**src/rtl/mq_cfg_regs.svh**
```systemverilog
/*
  Constants of the multi-queue configuration block: register count,
  register addresses, reset values, field positions and timing counts.
  Assumes it is included by bare name from rtl/ and holds definitions only.
*/
`ifndef MQ_CFG_REGS_SVH
`define MQ_CFG_REGS_SVH

// Register file shape
`define CFG_NUM_REGS      10
`define CFG_WIDTH         8
`define CFG_ADDR_FIRST    8'h01
`define CFG_ADDR_LAST     8'h0A
`define CFG_QCOUNT_ADDR   8'h03
`define CFG_QCOUNT_IDX    4'h2
`define CFG_FASTCLK_ADDR  8'h0A

// Queue-count field position inside register 0x3
`define CFG_QCOUNT_MSB    2
`define CFG_QCOUNT_LSB    0

// Reset values, first register to tenth
`define CFG_RST_R1        8'h00
`define CFG_RST_R2        8'h00
`define CFG_RST_R3        8'h07
`define CFG_RST_R4        8'h7F
`define CFG_RST_R5        8'h00
`define CFG_RST_R6        8'h00
`define CFG_RST_R7        8'h7F
`define CFG_RST_R8        8'h00
`define CFG_RST_R9        8'h00
`define CFG_RST_R10       8'h80

// Write-side clock cycles before a new queue count takes effect
`define CFG_SETTLE_CYCLES 8

// Serial frame: 8 address bits then 8 data bits, first bit is the MSB
`define SER_FRAME_BITS    16

`endif

```
**src/rtl/mq_cfg_pkg.sv**
```systemverilog
/*
  Types and shared decode functions of the multi-queue configuration block.
  Assumes mq_cfg_regs.svh is reachable on the include path.
*/
`default_nettype none
`include "mq_cfg_regs.svh"

package mq_cfg_pkg;

  typedef enum logic [1:0] {
    single_queue_mode,
    two_queue_mode,
    four_queue_mode,
    eight_queue_mode
  } queue_mode_t;

  // Main block state
  typedef struct packed {
    logic [`CFG_NUM_REGS-1:0][`CFG_WIDTH-1:0] cfg;
    logic [3:0]                               wptr;
    logic [3:0]                               rptr;
    logic [`CFG_WIDTH-1:0]                    rd_data;
    logic                                     fifo_wr;
    logic                                     fifo_rd;
    logic [2:0]                               wq;
    logic [2:0]                               rq;
    logic                                     wr_bad;
    logic                                     rd_bad;
  } access_state_t;

  // Serial receiver state
  typedef struct packed {
    logic [3:0]            cnt;
    logic [14:0]           shreg;
    logic                  wr;
    logic [3:0]            idx;
    logic [`CFG_WIDTH-1:0] data;
  } serial_state_t;

  // Settling counter state
  typedef struct packed {
    logic [3:0] cnt;
    logic       busy;
    logic [2:0] pending;
    logic [2:0] active;
  } settle_state_t;

  // Queue count field to mode; bit 2 dominates, then bit 1
  function automatic queue_mode_t mode_of(input logic [2:0] field);
    if (field[2])
      mode_of = eight_queue_mode;
    else if (field[1])
      mode_of = four_queue_mode;
    else if (field[0])
      mode_of = two_queue_mode;
    else
      mode_of = single_queue_mode;
  endfunction : mode_of

  // A pick is valid when it names a queue that the mode provides
  function automatic logic pick_ok(input queue_mode_t mode,
                                   input logic [2:0] pick);
    case (mode)
      single_queue_mode: pick_ok = (pick == 3'h0);
      two_queue_mode:    pick_ok = (pick[2:1] == 2'h0);
      four_queue_mode:   pick_ok = !pick[2];
      default:           pick_ok = 1'b1;
    endcase
  endfunction : pick_ok

endpackage : mq_cfg_pkg

`default_nettype wire

```
**src/rtl/mq_serial_rx.sv**
```systemverilog
/*
  Serial configuration receiver: shifts one bit per serial clock edge into
  a 16-bit frame (address, then data) and emits a register write.
  Assumes the serial clock arrives as a one-cycle edge pulse on clk_sys.
*/
`default_nettype none
`include "mq_cfg_regs.svh"

module mq_serial_rx
  import mq_cfg_pkg::*;
(
  input  wire logic                  clk_sys,
  input  wire logic                  sys_rst,
  input  wire logic                  serial_load_select,
  input  wire logic                  config_load_n,
  input  wire logic                  serial_clk_edge,
  input  wire logic                  serial_data_in,
  output logic                       cfg_wr,
  output logic [3:0]                 cfg_idx,
  output logic [`CFG_WIDTH-1:0]      cfg_data
);

  serial_state_t st;
  serial_state_t next_st;
  logic          frame_on;
  logic [15:0]   word;

  // A frame lives only while serial mode is chosen and load is high
  assign frame_on = !serial_load_select && config_load_n;
  assign word     = {st.shreg, serial_data_in};

  // Bit capture and frame completion
  always_comb
  begin
    next_st    = st;
    next_st.wr = 1'b0;
    if (!frame_on)
      next_st.cnt = 4'h0;
    else if (serial_clk_edge)
    begin
      next_st.shreg = word[14:0]; // RQ13
      if (st.cnt == 4'(`SER_FRAME_BITS - 1))
      begin
        next_st.cnt = 4'h0;
        // Addresses outside the ten registers are dropped silently
        if (word[15:8] >= `CFG_ADDR_FIRST && word[15:8] <= `CFG_ADDR_LAST)
        begin
          next_st.wr   = 1'b1; // RQ14
          next_st.idx  = 4'(word[15:8] - `CFG_ADDR_FIRST);
          next_st.data = word[7:0];
        end
      end
      else
        next_st.cnt = st.cnt + 4'h1;
    end
  end

  always_ff @(posedge clk_sys)
  begin
    if (sys_rst)
      st <= '0;
    else
      st <= next_st;
  end

  assign cfg_wr   = st.wr;
  assign cfg_idx  = st.idx;
  assign cfg_data = st.data;
endmodule : mq_serial_rx

`default_nettype wire

```
**src/rtl/mq_cfg_settle.sv**
```systemverilog
/*
  Holds the queue count in force; a newly written count replaces it only
  after SETTLE write-side clock edges. Assumes write edges are pulses.
*/
`default_nettype none
`include "mq_cfg_regs.svh"

module mq_cfg_settle
  import mq_cfg_pkg::*;
#(
  parameter int SETTLE = `CFG_SETTLE_CYCLES
)
(
  input  wire logic       clk_sys,
  input  wire logic       sys_rst,
  input  wire logic       load_start,
  input  wire logic [2:0] load_value,
  input  wire logic       write_tick,
  output logic [2:0]      active_count,
  output logic            settling
);

  settle_state_t st;
  settle_state_t next_st;

  // A fresh write restarts the wait rather than stacking on the old one
  always_comb
  begin
    next_st = st;
    if (load_start)
    begin
      next_st.pending = load_value;
      next_st.busy    = 1'b1;
      next_st.cnt     = 4'h0;
    end
    else if (st.busy && write_tick)
    begin
      if (st.cnt == 4'(SETTLE - 1))
      begin
        next_st.active = st.pending; // RQ16
        next_st.busy   = 1'b0;
      end
      else
        next_st.cnt = st.cnt + 4'h1;
    end
  end

  always_ff @(posedge clk_sys)
  begin
    if (sys_rst)
    begin
      st         <= '0;
      st.active  <= 3'(`CFG_RST_R3);
      st.pending <= 3'(`CFG_RST_R3);
    end
    else
      st <= next_st;
  end

  assign active_count = st.active;
  assign settling     = st.busy;
endmodule : mq_cfg_settle

`default_nettype wire

```
**src/rtl/multiqueue_config_access.sv**
```systemverilog
/*
  Configuration access and queue-select decode of a multi-queue FIFO:
  ten 8-bit configuration registers loaded in parallel or serially, plus
  validation of the read and write queue picks against the queue count.
  Assumes all pins are synchronous to clk_sys and the write, read and
  serial clocks arrive as one-cycle rising-edge pulses.
*/
`default_nettype none
`include "mq_cfg_regs.svh"

// Contract
// (RQ1) Count 000: only pick 000 valid
// (RQ2) Count 001: picks 000 and 001 valid
// (RQ3) Count 01X: picks 000 to 011 valid
// (RQ4) Count 1XX: all eight picks valid
// (RQ5) Parallel write edge loads next register
// (RQ6) Ten registers, write pointer then wraps
// (RQ7) Eleventh write edge rewrites first register
// (RQ8) Parallel read edge shows next register
// (RQ9) Tenth read edge shows tenth register
// (RQ10) Eleventh read edge shows first register
// (RQ11) Load high, write strobe: FIFO write
// (RQ12) Load high, read strobe: FIFO read
// (RQ13) Serial mode captures one bit per edge
// (RQ14) Serial frame addresses any of ten registers
// (RQ15) Controller picks serial or parallel loading
// (RQ16) New count acts after eight write edges
// (RQ17) Controller never reads and writes together
// (RQ18) No serial readback, parallel port only
// (RQ19) Invalid pick: no queue access that cycle
// (RQ20) Serial select and load low: nothing
module multiqueue_config_access
  import mq_cfg_pkg::*;
#(
  parameter int SETTLE = `CFG_SETTLE_CYCLES
)
(
  input  wire logic                  clk_sys,
  input  wire logic                  sys_rst,
  input  wire logic                  serial_load_select,
  input  wire logic                  config_load_n,
  input  wire logic                  write_strobe_n,
  input  wire logic                  read_strobe_n,
  input  wire logic                  write_clk_edge,
  input  wire logic                  read_clk_edge,
  input  wire logic                  serial_clk_edge,
  input  wire logic                  serial_data_in,
  input  wire logic [`CFG_WIDTH-1:0] data_in,
  input  wire logic [2:0]            write_queue_pick,
  input  wire logic [2:0]            read_queue_pick,
  output logic [`CFG_WIDTH-1:0]      cfg_read_data,
  output logic                       fifo_write_en,
  output logic [2:0]                 fifo_write_queue,
  output logic                       fifo_read_en,
  output logic [2:0]                 fifo_read_queue,
  output logic                       write_pick_bad,
  output logic                       read_pick_bad,
  output logic [2:0]                 queue_count_active,
  output logic                       config_settling
);

  access_state_t          st;
  access_state_t          next_st;
  logic                   cfg_load;
  logic                   par_wr;
  logic                   par_rd;
  logic                   fifo_wr_req;
  logic                   fifo_rd_req;
  logic                   ser_wr;
  logic [3:0]             ser_idx;
  logic [`CFG_WIDTH-1:0]  ser_data;
  logic                   qc_start;
  logic [2:0]             qc_value;
  queue_mode_t            mode;
  logic                   w_ok;
  logic                   r_ok;
  logic [`CFG_WIDTH-1:0]  rd_word;

  // Serial frames only form while serial mode and load high
  mq_serial_rx u_serial
  (
    .clk_sys            (clk_sys),
    .sys_rst            (sys_rst),
    .serial_load_select (serial_load_select),
    .config_load_n      (config_load_n),
    .serial_clk_edge    (serial_clk_edge),
    .serial_data_in     (serial_data_in),
    .cfg_wr             (ser_wr),
    .cfg_idx            (ser_idx),
    .cfg_data           (ser_data)
  );

  // Queue count in force lags the register by the settling time
  mq_cfg_settle #(
    .SETTLE (SETTLE)
  ) u_settle
  (
    .clk_sys      (clk_sys),
    .sys_rst      (sys_rst),
    .load_start   (qc_start),
    .load_value   (qc_value),
    .write_tick   (write_clk_edge),
    .active_count (queue_count_active),
    .settling     (config_settling)
  );

  // Access decode; the strobes must oppose so that no cycle both reads
  // and writes the register file
  assign cfg_load    = serial_load_select && !config_load_n; // RQ20
  assign par_wr      = cfg_load && !write_strobe_n && read_strobe_n
                       && write_clk_edge;  // RQ5
  assign par_rd      = cfg_load && !read_strobe_n && write_strobe_n
                       && read_clk_edge;   // RQ8
  assign fifo_wr_req = config_load_n && !write_strobe_n
                       && write_clk_edge;  // RQ11
  assign fifo_rd_req = config_load_n && !read_strobe_n
                       && read_clk_edge;   // RQ12

  // Queue count register written by either path restarts the settling
  assign qc_start = (par_wr && st.wptr == `CFG_QCOUNT_IDX)
                    || (ser_wr && ser_idx == `CFG_QCOUNT_IDX); // RQ16
  // The value follows whichever path actually hit the queue-count register
  assign qc_value = (par_wr && st.wptr == `CFG_QCOUNT_IDX)
                    ? data_in[`CFG_QCOUNT_MSB:`CFG_QCOUNT_LSB]
                    : ser_data[`CFG_QCOUNT_MSB:`CFG_QCOUNT_LSB];

  // Picks are judged against the count in force, not the raw register
  assign mode    = mode_of(queue_count_active);
  assign w_ok    = pick_ok(mode, write_queue_pick); // RQ1 RQ2 RQ3 RQ4
  assign r_ok    = pick_ok(mode, read_queue_pick);  // RQ1 RQ2 RQ3 RQ4
  assign rd_word = st.cfg[st.rptr];

  // Next-state logic of the register file, pointers and FIFO strobes
  always_comb
  begin
    next_st        = st;
    next_st.fifo_wr = 1'b0;
    next_st.fifo_rd = 1'b0;
    next_st.wr_bad  = 1'b0;
    next_st.rd_bad  = 1'b0;
    // Outside parallel load the sequences restart at the first register;
    // this also covers the illegal serial-select-low, load-low case
    if (!cfg_load)
    begin
      next_st.wptr = 4'h0;
      next_st.rptr = 4'h0;
    end
    // A serial write lands one cycle after its frame, so it can meet a
    // parallel write; the parallel one is applied last and wins
    if (ser_wr)
      next_st.cfg[ser_idx] = ser_data; // RQ14
    if (par_wr)
    begin
      next_st.cfg[st.wptr] = data_in; // RQ5
      if (st.wptr == 4'(`CFG_NUM_REGS - 1))
        next_st.wptr = 4'h0; // RQ6 RQ7
      else
        next_st.wptr = st.wptr + 4'h1;
    end
    if (par_rd)
    begin
      // Readback only through this port, whichever path loaded it
      next_st.rd_data = rd_word; // RQ8 RQ18
      if (st.rptr == 4'(`CFG_NUM_REGS - 1))
        next_st.rptr = 4'h0; // RQ9 RQ10
      else
        next_st.rptr = st.rptr + 4'h1;
    end
    // A bad pick is flagged, not dropped silently, so the datapath can see it
    if (fifo_wr_req)
    begin
      if (w_ok)
      begin
        next_st.fifo_wr = 1'b1; // RQ11
        next_st.wq      = write_queue_pick;
      end
      else
        next_st.wr_bad = 1'b1; // RQ19
    end
    if (fifo_rd_req)
    begin
      if (r_ok)
      begin
        next_st.fifo_rd = 1'b1; // RQ12
        next_st.rq      = read_queue_pick;
      end
      else
        next_st.rd_bad = 1'b1; // RQ19
    end
  end

  // State register with the register reset values
  always_ff @(posedge clk_sys)
  begin
    if (sys_rst)
    begin
      st        <= '0;
      st.cfg[0] <= `CFG_RST_R1;
      st.cfg[1] <= `CFG_RST_R2;
      st.cfg[2] <= `CFG_RST_R3;
      st.cfg[3] <= `CFG_RST_R4;
      st.cfg[4] <= `CFG_RST_R5;
      st.cfg[5] <= `CFG_RST_R6;
      st.cfg[6] <= `CFG_RST_R7;
      st.cfg[7] <= `CFG_RST_R8;
      st.cfg[8] <= `CFG_RST_R9;
      st.cfg[9] <= `CFG_RST_R10;
    end
    else
      st <= next_st;
  end

  // Outputs come straight from the state flops
  assign cfg_read_data    = st.rd_data;
  assign fifo_write_en    = st.fifo_wr;
  assign fifo_write_queue = st.wq;
  assign fifo_read_en     = st.fifo_rd;
  assign fifo_read_queue  = st.rq;
  assign write_pick_bad   = st.wr_bad;
  assign read_pick_bad    = st.rd_bad;
endmodule : multiqueue_config_access

`default_nettype wire

```
**config.mk**
```make
export PLATFORM = sky130hd
export DESIGN_NAME = multiqueue_config_access
export DESIGN_NICKNAME = d
export VERILOG_FILES = /design/src/rtl/mq_cfg_pkg.sv /design/src/rtl/mq_serial_rx.sv /design/src/rtl/mq_cfg_settle.sv /design/src/rtl/multiqueue_config_access.sv
export VERILOG_INCLUDE_DIRS = /design/src /design/src/rtl
export SDC_FILE = /design/constraint.sdc
export NUM_CORES = 1
export LEC_CHECK = 0
export ABC_AREA = 0
export BUFFER_PORTS_ARGS = -buffer_cell sky130_fd_sc_hd__buf_4
export CAP_MARGIN = 20
export CORE_MARGIN = 2
export CORE_UTILIZATION = 40
export DETAILED_ROUTE_END_ITERATION = 8
export GPL_ROUTABILITY_DRIVEN = 0
export HOLD_SLACK_MARGIN = 0.08
export PLACE_DENSITY = 0.68
export SYNTH_ARGS = -nofsm -noshare
export SYNTH_HDL_FRONTEND = slang
export SYNTH_SLANG_ARGS = --single-unit
```
**constraint.sdc**
```tcl
create_clock -name clk_sys -period 1.9 [get_ports clk_sys]
set_input_delay 0.38 -clock clk_sys [delete_from_list [all_inputs] [get_ports clk_sys]]
set_output_delay 0.38 -clock clk_sys [all_outputs]
set_load 0.02 [all_outputs]
```
==> impl_results.md <==
- Row count: 49
- Slew headroom: 0.582
- Initial Util: 0.412
- Synth Cell Area: 7470 µm²
- CTS root buffer: clkbuf_16
- Post-cts resize count: 0
- Critical R2R Launch: u_serial.st[20]
- WHS: 0.219 ns
- Remaining antenna violation count: 0
- Clock Sink Count: 149
- DRT Pass-1 Iters: 5
- Initial antenna violation count: 0
- Setup TNS: 0 ns
- Tot GR Track Use: 0.209
- Sw frac: 0.231
- Share of post-route cells with drive strength above 1: 0.200
- Finish-stage setup viols: 0
- Worst R2R End: u_serial.cfg_data[5]
- Post-layout instance area: 8740 µm²
- Slowest-stage cell, CP: or3b_4
- CTS tree: built
- Outcome: finished, final reports clean
- Sequential fraction of the synthesis area: 0.399
- Leak: 3.20 nW
- CP Launch Type: flop
- Hold Path Sink: u_serial.st[13]
- Vias in the first global route: 6201
- Synth area leader: dfxtp_1
- Post-synth top area share: 0.399
- H-tree depth: 4
- Syn-to-layout area delta: 17.0%
- Sequential share of power: 0.459
- Clk slew on worst S/H paths: 0.07 ns
- Largest net degree at the start of global routing: 88
- Fin cells: 1109
- Synth unique cells: 61
- Sw Pwr: 1.58 mW
- Die area: 19800 µm²
- Clock Skews: 0.0109 ns
- # Post-CTS Setup Buffers: 0
- I/O pin count: 46
- Most frequently used flop master after synthesis: dfxtp_1
- Routed wire length: 20.4 mm
- Ys Warns: 0
- Core outline area: 18100 µm²
- Post-synthesis sequential element count: 149
- Crit path time final: 1.78 ns
- Tightest Pin Transition: 0.628 ns
- Crit path cell chain: inv_1 > ha_2 > or3b_4 > a22oi_2 > buf_2 > o21ai_0 > a21oi_1
- Final Power: 6.84 mW
- Crit. End Element: flop
- Synth Instances: 835
- WL/cell: 18.4 µm
- Congestion Overflow GR: 0
- Combinational power share: 0.041
- Buf/Inv on CP: 2
- Worst-skew pair later-pin latency: 0.44 ns
- Reg2Reg Setup Slack: 0.12 ns
- Kind of critical path: reg2reg
- PortBufs: 45
- Fmax achieved: 560 MHz
- Clock buffer count from CTS: 17
- First-pass GRT wire length: 32.6 mm
- Post-synth EDFFs: 0
- CP arrival: 2.15 ns
- Path depth of the worst reg2reg path: 7
- Final HPWL DP: 13.7 mm
- Vias per cell: 5.77
- Most area-consuming cells after synthesis: dfxtp_1 40%, mux2i_1 9.1%, a211oi_1 5.1%
- Clock power frac: 0.500
- Die H: 141 µm
- Post-route DRC violation count: 0
- Max rail drop VDD: 0.687 mV
- Setup WS post-layout: 0.116 ns
- Pwr/cell area: 783 nW/µm²
- Syn Nets: 866
- Hold WC Path Type: in2reg
- CTS Buffer Depth: 2
- N_diodes: 0
- Die extent in x: 141 µm
- Required time worst endpoint: 2.27 ns
- Ys async rst share: 0
- Post-place setup slack: 0.00331 ns
- Cts hold-fix bufs: 0
- Largest stage delay on the critical path: 0.39 ns
- Final Slew Violations: 0
- Worst Path Max Fanout: 5
- Hold depth: 3
- DRT iter0 DRCs: 603
- Placed Instances: 1076
- Tcrit/Tclk final: 0.939
- Utilization after layout: 0.482
- # nets final: 898
- P_int: 5.26 mW
- Avg Inst Size Synth: 8.95 µm²
- Hold Vio Cnt, Final: 0
- Max-Cap Viols: 0
- CP top delay family: compound AO/OA/AOI/OAI gates
- Worst Setup SP: u_serial.st[20]
- Post-DP Area: 8110 µm²
- Hold_sp: serial_data_in
- Via Count: 6396
[cells in the mapped netlist, drive strengths merged, types with 7 or more instances]
| library cell | n |
|---|---|
| a211oi | 59 |
| a21oi | 61 |
| a22oi | 22 |
| a32oi | 8 |
| and3 | 11 |
| buf | 42 |
| clkbuf | 46 |
| dfxtp | 149 |
| ha | 7 |
| inv | 19 |
| mux2i | 68 |
| mux4 | 16 |
| nand2 | 69 |
| nand2b | 8 |
| nand3 | 24 |
| nor2 | 87 |
| nor2b | 7 |
| nor3 | 23 |
| nor4 | 11 |
| o21ai | 31 |
| o311ai | 8 |
[cell usage in the layout (no fill, tap or decap), types with 4 or more instances in the layout]
cell type and n:
mux2i_1 68, nor3_1 20, a211oi_1 50, nand3b_1 4
a211oi_2 9, and3b_1 4, dfxtp_1 148, a22oi_1 21
a31oi_1 4, inv_6 4, a21oi_1 61, o21ai_0 31
xnor2_1 5, inv_1 19, nor4_1 9, nor2_1 87
o311ai_0 8, mux4_2 16, nand2_1 69, clkbuf_16 17
and2_1 5, buf_4 96, nor2b_1 7, ha_1 6
nand2b_1 8, nand3_1 24, a32oi_1 8, and3_1 11
[cell type report]
type | instances | area (µm²)
fillers | 1748 | 9410
clock buffers | 20 | 457
flip-flops and latches | 149 | 2980
clock inverters | 12 | 144
repair buffers | 101 | 797
well taps | 229 | 287
inverters | 19 | 71.3
multi-input cells | 579 | 4000
[power groups by stage]
stage	Sequential, mW	Clock, mW	Combinational (mW)
floorplan	3.21	0	0.158
global placement	3.21	0	0.275
detailed placement	3.21	0	0.277
CTS	3.14	3.47	0.278
global route	3.14	3.59	0.301
finish	3.14	3.42	0.280
[how the worst max path moves through the flow]
stage               cells past startpoint                    to
detailed placement                      5                st[29]
CTS                                     6   u_serial.cfg_idx[1]
global placement                        5                st[30]
floorplan                               7   u_serial.cfg_idx[2]
global route                            7   u_serial.cfg_idx[1]
finish                                  7  u_serial.cfg_data[5]
[worst register-to-register path, delay by kind of cell (launching register included)]
| kind | cells | cell delay, ns |
|---|---|---|
| buf+inv | 2 | 0.30 |
| fa+ha+maj | 1 | 0.20 |
| compound gates | 3 | 0.51 |
| flops | 1 | 0.32 |
| simple gates | 1 | 0.39 |
[state kept, by name (all words and copies together), names as in the netlist]
name                   cells
st                        88
u_serial.st               19
cfg_read_data              8
u_serial.cfg_data          8
u_settle.st                7
u_serial.cfg_idx           4
fifo_read_queue            3
fifo_write_queue           3
u_settle.active_count      3
fifo_read_en               1
fifo_write_en              1
read_pick_bad              1
u_serial.cfg_wr            1
u_settle.settling          1
write_pick_bad             1
[layer usage]
layer  wire (µm)  GRT usage
met5           0          0
met4         559     0.0821
met3        1220     0.0533
met2        9180      0.329
met1        9440      0.275
[cell families after synthesis]
family          after synthesis  synth area share
flops                       149             0.399
xor+xnor                      6           0.00703
simple gates                277             0.189
compound gates              203             0.182
buf+inv                     107            0.0687
fa+ha+maj                     7            0.0117
mux                          86             0.142
No activity file was read; power rests on OpenSTA's default activity.
